## src/hdl/wfad_defines.vh

```
// Constants for the word format and address decode block
`ifndef WFAD_DEFINES_VH
`define WFAD_DEFINES_VH

// ==========================================================
// Word field positions
`define WFAD_SIGN_BIT 15
`define WFAD_IND_BIT 15
`define WFAD_ADDR_HI 14
`define WFAD_OP_HI 15
`define WFAD_OP_LO 12
`define WFAD_MODE_HI 11
`define WFAD_MODE_LO 9
`define WFAD_ACT_HI 8
`define WFAD_ACT_LO 0

// ==========================================================
// Op-code values of the non-addressing groups
`define WFAD_OP_SHIFT_CTL 4'h0
`define WFAD_OP_IO 4'h8

// ==========================================================
// Instruction classes
`define WFAD_CLS_SHIFT_CTL 2'h0
`define WFAD_CLS_IO 2'h1
`define WFAD_CLS_ADDR 2'h2

// ==========================================================
// Addressing modes as presented
`define WFAD_AM_DIRECT 3'h0
`define WFAD_AM_RELATIVE 3'h1
`define WFAD_AM_INDEX_X 3'h2
`define WFAD_AM_INDEX_B 3'h3
`define WFAD_AM_INDIRECT 3'h4
`define WFAD_AM_NONE 3'h7

// ==========================================================
// Mode field codes
`define WFAD_MF_RELATIVE 3'h4
`define WFAD_MF_INDEX_X 3'h5
`define WFAD_MF_INDEX_B 3'h6
`define WFAD_MF_INDIRECT 3'h7

// ==========================================================
// Register word indices (byte offset is four times the value)
`define WFAD_OFS_CTRL 4'h0
`define WFAD_OFS_STATUS 4'h1
`define WFAD_OFS_EA 4'h2
`define WFAD_OFS_LEVELS 4'h3
`define WFAD_OFS_DATA 4'h4
`define WFAD_OFS_DATA_INFO 4'h5
`define WFAD_ADDR_LO 2
`define WFAD_IDX_UNMAPPED 4'hF

// ==========================================================
// Reset values and responses
`define WFAD_CTRL_RST 2'h3
`define WFAD_RESP_OKAY 2'h0
`define WFAD_RESP_SLVERR 2'h2
`define WFAD_LEVELS_MAX 16'hFFFF

`endif

```

## src/hdl/wfad_field_split.v

```verilog
// Instruction word field split and class and mode decode
`timescale 1ns/1ps
`include "wfad_defines.vh"

module wfad_field_split (
  // Instruction word
  input wire [15:0] word_i,
  // Decoded fields
  output wire [3:0] opcode_o,
  output wire [2:0] mode_field_o,
  output wire [8:0] action_o,
  output reg [1:0] class_o,
  output reg [2:0] amode_o
);

  // ========================================================
  // Field split
  assign opcode_o = word_i[`WFAD_OP_HI:`WFAD_OP_LO];
  assign mode_field_o = word_i[`WFAD_MODE_HI:`WFAD_MODE_LO];
  assign action_o = word_i[`WFAD_ACT_HI:`WFAD_ACT_LO];

  // ========================================================
  // Class and addressing mode
  always @* begin
    class_o = `WFAD_CLS_ADDR;
    amode_o = `WFAD_AM_NONE;
    if (opcode_o == `WFAD_OP_SHIFT_CTL) begin
      class_o = `WFAD_CLS_SHIFT_CTL;
    end else if (opcode_o == `WFAD_OP_IO) begin
      class_o = `WFAD_CLS_IO;
    end else begin
      case (mode_field_o)
        `WFAD_MF_RELATIVE: amode_o = `WFAD_AM_RELATIVE;
        `WFAD_MF_INDEX_X: amode_o = `WFAD_AM_INDEX_X;
        `WFAD_MF_INDEX_B: amode_o = `WFAD_AM_INDEX_B;
        `WFAD_MF_INDIRECT: amode_o = `WFAD_AM_INDIRECT;
        default: amode_o = `WFAD_AM_DIRECT;
      endcase
    end
  end

endmodule // wfad_field_split

```

## src/hdl/wfad_ea_calc.v

```verilog
// Effective address calculation for single-word addressing
`timescale 1ns/1ps
`include "wfad_defines.vh"

module wfad_ea_calc (
  // Decoded fields
  input wire [2:0] amode_i,
  input wire [2:0] mode_field_i,
  input wire [8:0] action_i,
  // Datapath registers
  input wire [15:0] pc_i,
  input wire [15:0] x_reg_i,
  input wire [15:0] b_reg_i,
  // Result
  output reg [14:0] ea_o
);

  // Add the zero-extended action field to a 15-bit base
  function [14:0] wfad_add_action;
    input [14:0] base;
    input [8:0] act;
    begin
      wfad_add_action = base + {6'h00, act};
    end
  endfunction

  // ========================================================
  // Address forming per mode
  always @* begin
    case (amode_i)
      `WFAD_AM_DIRECT: ea_o = {4'h0, mode_field_i[1:0], action_i};
      `WFAD_AM_RELATIVE: ea_o = wfad_add_action(pc_i[14:0] + 15'h0001, action_i);
      `WFAD_AM_INDEX_X: ea_o = wfad_add_action(x_reg_i[14:0], action_i);
      `WFAD_AM_INDEX_B: ea_o = wfad_add_action(b_reg_i[14:0], action_i);
      `WFAD_AM_INDIRECT: ea_o = {6'h00, action_i};
      default: ea_o = 15'h0000;
    endcase
  end

endmodule // wfad_ea_calc

```

## src/hdl/wfad_top.v

```verilog
// Word format and address decode top with indirect chase and register slave
// Behaviour
// - Data word bit 15 is the sign; bits 0-14 carry the value.
// - Negative values are two's complement; zero counts as positive.
// - Address word bit 15 set means the location holds another address word.
// - Keep fetching address words while bit 15 is set, one read per level.
// - Op-code is the top four bits of each instruction word.
// - Three-bit mode field below the op-code selects address or operating mode.
// - Low nine-bit action field meaning depends on instruction type.
// - For double-word instructions only the first word is field decoded.
// - Op-codes octal 01-07 and 11-17 are single-word addressing instructions.
// - Mode top bit clear direct; 100 relative; 101 index X; 110 index B.
// - Direct address joins low two mode bits above the action field.
// - Op-code 00 is shift/control/register change; 10 is input/output.
// - Relative address is action field plus program counter plus one.
// - Indexed adds action to X or B; mode 7 names the pointer location.
`timescale 1ns/1ps
`include "wfad_defines.vh"

module wfad_top (
  // Clock and reset
  input wire mclk_i,
  input wire reset_i,
  // Instruction input from fetch
  input wire instr_valid_i,
  input wire instr_second_i,
  input wire [15:0] instr_word_i,
  output wire instr_ready_o,
  // Datapath registers
  input wire [15:0] pc_i,
  input wire [15:0] x_reg_i,
  input wire [15:0] b_reg_i,
  // Decoded instruction
  output wire dec_valid_o,
  output wire [1:0] class_o,
  output wire [2:0] amode_o,
  output wire [3:0] opcode_o,
  output wire [2:0] mode_field_o,
  output wire [8:0] action_o,
  // Effective address
  output wire ea_valid_o,
  output wire [14:0] ea_o,
  // Address word read port
  output wire mem_req_o,
  output wire [14:0] mem_addr_o,
  input wire mem_rvalid_i,
  input wire [15:0] mem_rdata_i,
  // AXI4-Lite write address
  input wire [31:0] s_axi_awaddr,
  input wire s_axi_awvalid,
  output wire s_axi_awready,
  // AXI4-Lite write data
  input wire [31:0] s_axi_wdata,
  input wire [3:0] s_axi_wstrb,
  input wire s_axi_wvalid,
  output wire s_axi_wready,
  // AXI4-Lite write response
  output wire [1:0] s_axi_bresp,
  output wire s_axi_bvalid,
  input wire s_axi_bready,
  // AXI4-Lite read address
  input wire [31:0] s_axi_araddr,
  input wire s_axi_arvalid,
  output wire s_axi_arready,
  // AXI4-Lite read data
  output wire [31:0] s_axi_rdata,
  output wire [1:0] s_axi_rresp,
  output wire s_axi_rvalid,
  input wire s_axi_rready
);

  // ========================================================
  // States
  localparam ST_IDLE = 1'b0;
  localparam ST_CHASE = 1'b1;

  // ========================================================
  // Declarations
  wire [3:0] sp_opcode;
  wire [2:0] sp_mode_field;
  wire [8:0] sp_action;
  wire [1:0] sp_class;
  wire [2:0] sp_amode;
  wire [14:0] calc_ea;
  wire accept;
  wire start_chase;
  reg state_reg;
  reg ready_reg;
  reg dec_valid_reg;
  reg [1:0] class_reg;
  reg [2:0] amode_reg;
  reg [3:0] opcode_reg;
  reg [2:0] mode_field_reg;
  reg [8:0] action_reg;
  reg ea_valid_reg;
  reg [14:0] ea_reg;
  reg mem_req_reg;
  reg [14:0] mem_addr_reg;
  reg [15:0] levels_reg;
  reg [1:0] ctrl_reg;
  reg [15:0] data_reg;
  reg awready_reg;
  reg wready_reg;
  reg aw_got_reg;
  reg w_got_reg;
  reg [3:0] aw_idx_reg;
  reg [31:0] wdata_reg;
  reg [3:0] wstrb_reg;
  reg bvalid_reg;
  reg [1:0] bresp_reg;
  reg arready_reg;
  reg rvalid_reg;
  reg [31:0] rdata_reg;
  reg [1:0] rresp_reg;
  reg [31:0] rd_value;
  reg rd_hit;
  wire ctrl_enable;
  wire ctrl_chase;
  wire data_neg;
  wire [15:0] data_mag;

  // ========================================================
  // Field split and address forming
  wfad_field_split i_wfad_field_split (
    .word_i(instr_word_i),
    .opcode_o(sp_opcode),
    .mode_field_o(sp_mode_field),
    .action_o(sp_action),
    .class_o(sp_class),
    .amode_o(sp_amode)
  );

  wfad_ea_calc i_wfad_ea_calc (
    .amode_i(sp_amode),
    .mode_field_i(sp_mode_field),
    .action_i(sp_action),
    .pc_i(pc_i),
    .x_reg_i(x_reg_i),
    .b_reg_i(b_reg_i),
    .ea_o(calc_ea)
  );

  // ========================================================
  // Control bits
  assign ctrl_enable = ctrl_reg[0];
  assign ctrl_chase = ctrl_reg[1];

  // Second words carry no fields and are passed over
  assign accept = instr_valid_i & ready_reg & ~instr_second_i;
  assign start_chase = accept & ctrl_chase & (sp_amode == `WFAD_AM_INDIRECT);

  // ========================================================
  // Decode register and indirect chase
  always @(posedge mclk_i) begin
    if (reset_i) begin
      state_reg <= ST_IDLE;
      ready_reg <= 1'b0;
      dec_valid_reg <= 1'b0;
      class_reg <= `WFAD_CLS_SHIFT_CTL;
      amode_reg <= `WFAD_AM_NONE;
      opcode_reg <= 4'h0;
      mode_field_reg <= 3'h0;
      action_reg <= 9'h000;
      ea_valid_reg <= 1'b0;
      ea_reg <= 15'h0000;
      mem_req_reg <= 1'b0;
      mem_addr_reg <= 15'h0000;
      levels_reg <= 16'h0000;
    end else begin
      dec_valid_reg <= 1'b0;
      ea_valid_reg <= 1'b0;
      case (state_reg)
        ST_IDLE: begin
          ready_reg <= ctrl_enable & ~start_chase;
          if (accept) begin
            // Decoded fields leave now; for addressing words the address too, unless a chase starts
            dec_valid_reg <= 1'b1;
            class_reg <= sp_class;
            amode_reg <= sp_amode;
            opcode_reg <= sp_opcode;
            mode_field_reg <= sp_mode_field;
            action_reg <= sp_action;
            ea_reg <= calc_ea;
            if (start_chase) begin
              // Pointer location named by the action field
              state_reg <= ST_CHASE;
              mem_req_reg <= 1'b1;
              mem_addr_reg <= calc_ea;
              levels_reg <= 16'h0000;
            end else begin
              ea_valid_reg <= (sp_class == `WFAD_CLS_ADDR);
            end
          end
        end
        ST_CHASE: begin
          ready_reg <= 1'b0;
          if (mem_rvalid_i) begin
            // One read per level of indirection
            if (levels_reg != `WFAD_LEVELS_MAX) begin
              levels_reg <= levels_reg + 16'h0001;
            end
            if (mem_rdata_i[`WFAD_IND_BIT]) begin
              mem_addr_reg <= mem_rdata_i[`WFAD_ADDR_HI:0];
            end else begin
              ea_reg <= mem_rdata_i[`WFAD_ADDR_HI:0];
              ea_valid_reg <= 1'b1;
              mem_req_reg <= 1'b0;
              state_reg <= ST_IDLE;
              ready_reg <= ctrl_enable;
            end
          end
        end
        default: begin
          state_reg <= ST_IDLE;
          mem_req_reg <= 1'b0;
          ready_reg <= 1'b0;
        end
      endcase
    end
  end

  // ========================================================
  // Sign and magnitude of the software data word
  assign data_neg = data_reg[`WFAD_SIGN_BIT];
  assign data_mag = data_neg ? (~data_reg + 16'h0001) : data_reg;

  // ========================================================
  // Write channel: address and data taken in either order
  always @(posedge mclk_i) begin
    if (reset_i) begin
      awready_reg <= 1'b0;
      wready_reg <= 1'b0;
      aw_got_reg <= 1'b0;
      w_got_reg <= 1'b0;
      aw_idx_reg <= 4'h0;
      wdata_reg <= 32'h00000000;
      wstrb_reg <= 4'h0;
      bvalid_reg <= 1'b0;
      bresp_reg <= `WFAD_RESP_OKAY;
      ctrl_reg <= `WFAD_CTRL_RST;
      data_reg <= 16'h0000;
    end else begin
      awready_reg <= ~aw_got_reg & ~bvalid_reg & ~(s_axi_awvalid & awready_reg);
      wready_reg <= ~w_got_reg & ~bvalid_reg & ~(s_axi_wvalid & wready_reg);
      if (s_axi_awvalid & awready_reg) begin
        aw_got_reg <= 1'b1;
        // A high address bit set forces an unmapped index, so nothing aliases
        if (s_axi_awaddr[31:`WFAD_ADDR_LO+4] != 26'h0000000) begin
          aw_idx_reg <= `WFAD_IDX_UNMAPPED;
        end else begin
          aw_idx_reg <= s_axi_awaddr[`WFAD_ADDR_LO+3:`WFAD_ADDR_LO];
        end
      end
      if (s_axi_wvalid & wready_reg) begin
        w_got_reg <= 1'b1;
        wdata_reg <= s_axi_wdata;
        wstrb_reg <= s_axi_wstrb;
      end
      // Perform the write once both halves are held
      if (aw_got_reg & w_got_reg & ~bvalid_reg) begin
        aw_got_reg <= 1'b0;
        w_got_reg <= 1'b0;
        bvalid_reg <= 1'b1;
        bresp_reg <= `WFAD_RESP_OKAY;
        case (aw_idx_reg)
          `WFAD_OFS_CTRL: begin
            if (wstrb_reg[0]) begin
              ctrl_reg <= wdata_reg[1:0];
            end
          end
          `WFAD_OFS_DATA: begin
            if (wstrb_reg[0]) begin
              data_reg[7:0] <= wdata_reg[7:0];
            end
            if (wstrb_reg[1]) begin
              data_reg[15:8] <= wdata_reg[15:8];
            end
          end
          `WFAD_OFS_STATUS, `WFAD_OFS_EA, `WFAD_OFS_LEVELS, `WFAD_OFS_DATA_INFO: begin
            bresp_reg <= `WFAD_RESP_OKAY;
          end
          default: bresp_reg <= `WFAD_RESP_SLVERR;
        endcase
      end
      if (bvalid_reg & s_axi_bready) begin
        bvalid_reg <= 1'b0;
      end
    end
  end

  // ========================================================
  // Read decode
  always @* begin
    rd_hit = 1'b1;
    rd_value = 32'h00000000;
    case (s_axi_araddr[`WFAD_ADDR_LO+3:`WFAD_ADDR_LO])
      `WFAD_OFS_CTRL: rd_value = {30'h00000000, ctrl_reg};
      `WFAD_OFS_STATUS: rd_value = {20'h00000, 3'h0, ea_valid_reg, 1'b0, amode_reg, class_reg, mem_req_reg,
                                    state_reg};
      `WFAD_OFS_EA: rd_value = {17'h00000, ea_reg};
      `WFAD_OFS_LEVELS: rd_value = {16'h0000, levels_reg};
      `WFAD_OFS_DATA: rd_value = {16'h0000, data_reg};
      `WFAD_OFS_DATA_INFO: rd_value = {15'h0000, data_neg, data_mag};
      default: rd_hit = 1'b0;
    endcase
    if (s_axi_araddr[31:`WFAD_ADDR_LO+4] != 26'h0000000) begin
      rd_hit = 1'b0;
      rd_value = 32'h00000000;
    end
  end

  // ========================================================
  // Read channel
  always @(posedge mclk_i) begin
    if (reset_i) begin
      arready_reg <= 1'b0;
      rvalid_reg <= 1'b0;
      rdata_reg <= 32'h00000000;
      rresp_reg <= `WFAD_RESP_OKAY;
    end else begin
      arready_reg <= ~rvalid_reg & ~(s_axi_arvalid & arready_reg);
      if (s_axi_arvalid & arready_reg) begin
        rvalid_reg <= 1'b1;
        rdata_reg <= rd_value;
        rresp_reg <= rd_hit ? `WFAD_RESP_OKAY : `WFAD_RESP_SLVERR;
      end else if (rvalid_reg & s_axi_rready) begin
        rvalid_reg <= 1'b0;
      end
    end
  end

  // ========================================================
  // Outputs
  assign instr_ready_o = ready_reg;
  assign dec_valid_o = dec_valid_reg;
  assign class_o = class_reg;
  assign amode_o = amode_reg;
  assign opcode_o = opcode_reg;
  assign mode_field_o = mode_field_reg;
  assign action_o = action_reg;
  assign ea_valid_o = ea_valid_reg;
  assign ea_o = ea_reg;
  assign mem_req_o = mem_req_reg;
  assign mem_addr_o = mem_addr_reg;
  assign s_axi_awready = awready_reg;
  assign s_axi_wready = wready_reg;
  assign s_axi_bresp = bresp_reg;
  assign s_axi_bvalid = bvalid_reg;
  assign s_axi_arready = arready_reg;
  assign s_axi_rdata = rdata_reg;
  assign s_axi_rresp = rresp_reg;
  assign s_axi_rvalid = rvalid_reg;

endmodule // wfad_top

```

## config.mk

```make
export PLATFORM = sky130hd
export DESIGN_NAME = wfad_top
export DESIGN_NICKNAME = d
export VERILOG_FILES = /design/src/hdl/wfad_field_split.v /design/src/hdl/wfad_ea_calc.v /design/src/hdl/wfad_top.v
export VERILOG_INCLUDE_DIRS = /design/src /design/src/hdl
export SDC_FILE = /design/constraint.sdc
export NUM_CORES = 1
export LEC_CHECK = 0
export BUFFER_PORTS_ARGS = -buffer_cell sky130_fd_sc_hd__buf_4
export CAP_MARGIN = 20
export CORE_MARGIN = 5
export CORE_UTILIZATION = 50
export CTS_CLUSTER_SIZE = 28
export DETAILED_ROUTE_END_ITERATION = 8
export PLACE_DENSITY = 0.91
export SYNTH_ARGS = -nofsm -noshare
export SYNTH_HDL_FRONTEND = slang
export SYNTH_SLANG_ARGS = --single-unit
```

## constraint.sdc

```tcl
create_clock -name mclk_i -period 5.17 [get_ports mclk_i]
set_clock_uncertainty 0.05 [all_clocks]
set_input_delay 1.034 -clock mclk_i [delete_from_list [all_inputs] [get_ports mclk_i]]
set_output_delay 1.034 -clock mclk_i [all_outputs]
set_load 0.01 [all_outputs]
```

# Word level (Yosys, flattened, before mapping)
# Cells that the tools add are included.
[word_totals]
elab_cells = 159
register_bits = 155
[classes]
mux = 49
bitwise = 28
n_eq_ne = 27
n_addsub = 6
reduce_logical = 20
[ops]
columns = ["op", "n"]
rows = [
  ["$mux 15", 7],
  ["$pmux 17 s6", 1],
  ["$mux 16", 5],
  ["$pmux 15 s5", 1],
  ["$pmux 15 s2", 2],
  ["$reduce_bool 26->1", 2],
  ["$add 15x9->15", 3],
  ["$add 16x1->16 const B", 2],
  ["$mux 32", 1],
  ["$pmux 16 s2", 1],
  ["$mux 1", 19],
  ["$and 1x1->1", 17],
  ["$eq 4x2->1 const B", 4],
  ["$eq 4x3->1 const B", 4],
  ["$ne 16x16->1 const B", 1],
  ["$not 16->16", 1],
  ["$add 15x1->15 const B", 1],
  ["$eq 3x3->1 const B", 5],
  ["$logic_not 4->1", 3],
  ["$pmux 3 s4", 1],
  ["$reduce_and 3->1", 4],
  ["$reduce_and 4->1", 3],
  ["$reduce_or 6->1", 2],
  ["$ne 2x2->1 const B", 5],
  ["other kinds (15)", 35],
]

# Longest topological paths before layout
[logic_depth]
depth_word = 9
mapped_depth = 15

# Hierarchy
# From an unflattened synthesis, not the netlist that was laid out.
[unflattened]
hier_cells = 971
hier_area_um2 = 7983.9
[by_module_without_submodules]
columns = ["module", "seq_area_each_um2", "n_inst", "area_per_inst_um2", "cells_each"]
rows = [
  ["wfad_top", 2762.6, 1, 6277.3, 744],
  ["wfad_ea_calc", 0.0, 1, 1522.7, 201],
  ["wfad_field_split", 0.0, 1, 183.9, 26],
]

# Worst setup path before layout
# Ideal clock, no wire load.
[synth_path]
path_kind = "input-to-reg"
startpoint = "input instr_word_i[10]"
endpoint = "register ea_reg[14], in the netlist ea_o[14]"
n_path_buf = 3
setup_slack_ns = 0.941
t_required_ns = 5.046
t_arrival_ns = 4.105
path_stages = 15
path_cell_list = "clkbuf_1 -> nor3b_2 -> buf_2 -> buf_2 -> mux2_2 -> ha_1 -> inv_1 -> fa_1 -> nor2b_1 -> o31ai_1 -> a21oi_1 -> o21ai_0 -> nor2_1 -> or3b_1 -> a31oi_1"
[synth_between]
elab_chain_len = 8
elab_cells_between_ends = 15
cone_classes = "eq/ne (8); mux (6); reduce/logical (1)"
[synth_rtl]
columns = ["item", "line_no", "text"]
rows = [
  ["start, declared", "wfad_top.v:27", "input wire [15:0] instr_word_i,"],
  ["$eq 3x3->1", "wfad_field_split.v:32", "case (mode_field_o)"],
  ["$pmux 3 s4 *", "wfad_field_split.v:32", ""],
  ["$mux 3 *", "wfad_field_split.v:29", "end else if (opcode_o == `WFAD_OP_IO) begin"],
  ["$mux 3 *", "wfad_field_split.v:27", "if (opcode_o == `WFAD_OP_SHIFT_CTL) begin"],
  ["$eq 3x3->1 (tied with other cells)", "wfad_ea_calc.v:30", "case (amode_i)"],
  ["$pmux 15 s5 *", "wfad_ea_calc.v:30", ""],
  ["$mux 15 *", "wfad_top.v:175", "if (accept) begin"],
  ["$pmux 15 s2 *", "wfad_top.v:172", "case (state_reg)"],
  ["end signal, assigned", "wfad_top.v:183", "ea_reg <= calc_ea;"],
  ["end signal, assigned", "wfad_top.v:205", "ea_reg <= mem_rdata_i[`WFAD_ADDR_HI:0];"],
  ["end, declared", "wfad_top.v:96", "reg [14:0] ea_reg;"],
]
# Mark *: on every way between the ends. The rest lies on a longest branch, timed or not. The select of a mux whose other input is x is not followed.
# A chain may end at the register's enable or synchronous reset.

# Final worst setup path
[layout_path]
startpoint = "input instr_word_i[9]"
endpoint = "register ea_reg[14], in the netlist ea_o[14]"
# Same word-level chain as after synthesis.

==> results.py <==
metrics = {
    "run_status": {
        "status": "finished clean",
    },
    "worst_setup_path": {
        "crit_type": "in -> reg",
        "arrival_ns": 4.53,
        "endpoint_kind": "register",
        "cp-start-kind": "primary input",
        "r2r-start": "state_reg",
        "r2r_setup_slack_ns": 1.68,
        "cp.required_ns": 5.47,
        "critPathMaxFanout": 7,
        "cp-startpoint": "instr_word_i[9]",
    },
    "clock_network": {
        "cts_max_path_buffers": 2,
        "htreeDepth": 4,
        "clk-insertion-delay-late_ns": 0.42,
        "post_cts_buffers": 0,
        "cts.sinks": 138,
        "cts_tree": "done",
        "cts_root_buf": "clkbuf_16",
        "post_cts_resized": 0,
        "path_clk_slew_ns": 0.06,
        "cts_hold_repair.buffers": 0,
        "cts_buffers": 17,
    },
    "synthesis": {
        "synth_top_cell_area_share_pct": 36.0,
        "syn_area_per_cell_sq_um": 7.98,
        "ys_seq_elements": 138,
        "synthFlopType": "dfxtp_1",
        "synth_top_cell_by_area": "dfxtp_1",
        "syn_area_sq_um": 7680,
        "synth_top_family_by_area": "simple AND/OR/NAND/NOR gates",
        "ys_types": 70,
        "synth_compound_area_share_pct": 20.7,
        "yosys_warnings": 0,
        "yosysSeqAreaShare_pct": 36.0,
        "muxShareOfSynthArea_pct": 5.49,
        "synth_edf_count": 0,
        "syn_inst": 963,
        "yosys.area_share.adder_pct": 3.94,
        "synth-simple-area-share_pct": 22.4,
        "synth_xor_area_share_pct": 5.70,
        "ys_top_cells_by_area": "dfxtp_1 36%, nand2_1 6.6%, a21oi_1 5.8%, xnor2_1 4.8%, nor2_1 4.5%",
        "synthArstFlopShare_pct": 0,
    },
    "layout": {
        "antennaDiodeCount": 0,
        "seq_area_sq_um": 2760,
        "largest_reg_flops": 17,
        "nFillCells": 1219,
        "final_cell_mix": "251 x buf_4, 138 x dfxtp_1, 136 x nand2_1",
        "layout_commonest_cell": "buf_4",
        "multi_input_area_sq_um": 4540,
        "syn2layout_area_growth_pct": 31.1,
        "nNetsFinal": 1389,
        "drive_above_1_share_pct": 26.5,
        "fin_util_pct": 66.5,
    },
    "floorplan": {
        "fp.dieH_microns": 134,
        "die-area_sq_um": 17900,
        "initial_core_util_pct": 50.7,
        "io_pins": 286,
        "core_area_sq_um": 15100,
        "rows": 45,
        "die_w_microns": 134,
    },
    "placed_design": {
        "io_buffers": 243,
        "dp_hpwl_mm": 18.9,
        "gp_congestion": 0.943,
        "dp_slack_ns": 0.583,
    },
    "min_path": {
        "hold_path.class": "reg -> reg",
        "hp-start": "aw_got_reg",
    },
    "power_and_ir_drop": {
        "power.density_nw_per_um2": 268,
        "vdd_drop_max_v": 0.000257,
        "power.leakage_nw": 4.15,
    },
    "timing": {
        "max_freq_mhz": 236,
        "slew_viol_final": 0,
        "hold_violations": 0,
        "min_period_ns": 4.23,
        "setup_tns_ns": 0,
        "worst_pin_slew_ns": 1.03,
        "rsz0062_at_grt": "no",
        "relSlewSlack_pct": 31.5,
        "setup_viol": 0,
        "finalCritPeriodShare_pct": 81.8,
        "worst_slack_ns": 0.940,
    },
    "global_route": {
        "grt_max_degree": 65,
        "globalRouteOverflowTotal": 0,
        "grt_pass1_wl_mm": 39.0,
        "grt_antenna_before_repair": 0,
        "grt_pass1_vias": 7803,
        "grt_use_total_pct": 27.0,
    },
    "drt": {
        "ant_nets": 0,
        "viasPerCell": 5.92,
        "via_count": 8150,
        "wire_per_inst_microns": 18.2,
        "dr.pass1.iters": 8,
        "drtIter0Drc": 730,
        "drc": 0,
        "wirelength_mm": 25.1,
    },
    "flow_run": {
        "drv_cap": 0,
    },
}
## report_power, final
part / switching, mW / internal, mW
clock: 0.477 / 0.673
sequential: 0.0222 / 1.09
combinational: 0.226 / 0.204
total: 0.725 / 1.97
## critical path, stage by stage
cell      delay, ns
buf_4          0.14
nand2b_1       0.21
nor3b_2        0.60
mux2_2         0.42
ha_1           0.22
inv_1          0.08
fa_1           0.21
nor2b_1        0.07
o31ai_1        0.40
a21oi_1        0.15
o21ai_0        0.34
nor2_1         0.11
or3b_1         0.39
a31oi_1        0.15
## metrics by stage
step	instance area, sq um	instances	hold slack (ns)	total power, mW
after floorplan	7740	979	0.374	1.38
after global placement	9510	1345	0.390	1.55
after detailed placement	9510	1345	0.393	1.56
after CTS	10100	1377	0.401	2.70
after global routing	10100	1377	0.417	2.80
final	10100	1377	0.397	2.69
## cell families (layout without fill, tap and decap cells)
| kind of cell | Yosys count | in the layout |
|---|---|---|
| AND/OR/NAND/NOR | 369 | 369 |
| multiplexers | 40 | 40 |
| flip-flops | 138 | 138 |
| AO/OA/AOI/OAI | 246 | 246 |
| adder cells (fa/ha/maj) | 23 | 23 |
| other | 1 | 17 |
| buffers and inverters | 96 | 306 |
| XOR/XNOR | 50 | 50 |
## final timing paths
kind / endpoint / depth (start not counted)
hold / removal: s_axi_awready / 1
setup reg to reg: levels_reg[6] / 8
hold reg to reg: s_axi_awready / 1
setup / recovery: ea_o[14] / 14
## routing by layer
metal	wire length, microns	global-route usage (%)	vias up
met1	9570	32.0	3841
met5	0	0	-
met3	2550	7.76	63
li1	-	-	3838
met4	860	10.2	0
met2	12100	46.2	408
## cell usage after synthesis, types with 8 or more instances
cell type and number:
nand2_1 136, nand3_1 28, nor4_1 19, buf_4 19
nor3_1 31, a21oi_1 89, clkbuf_1 45, dfxtp_1 138
mux2_2 17, a22oi_1 24, nor2b_1 8, nor2_1 93
inv_1 23, mux2i_1 23, xor2_1 8, o21ai_0 42
xnor2_1 42, o22ai_1 12, and3_1 11, ha_1 21
## area by class of cell
class / instances / area share, %
Clock inverter: 14 / 1.21
Inverter: 23 / 0.857
Sequential cell: 138 / 27.4
Clock buffer: 18 / 4.36
Timing Repair Buffer: 251 / 18.7
Multi-Input combinational cell: 745 / 45.1
Tap cell: 188 / 2.34
Note: power is estimated with default switching activity, not from simulation.
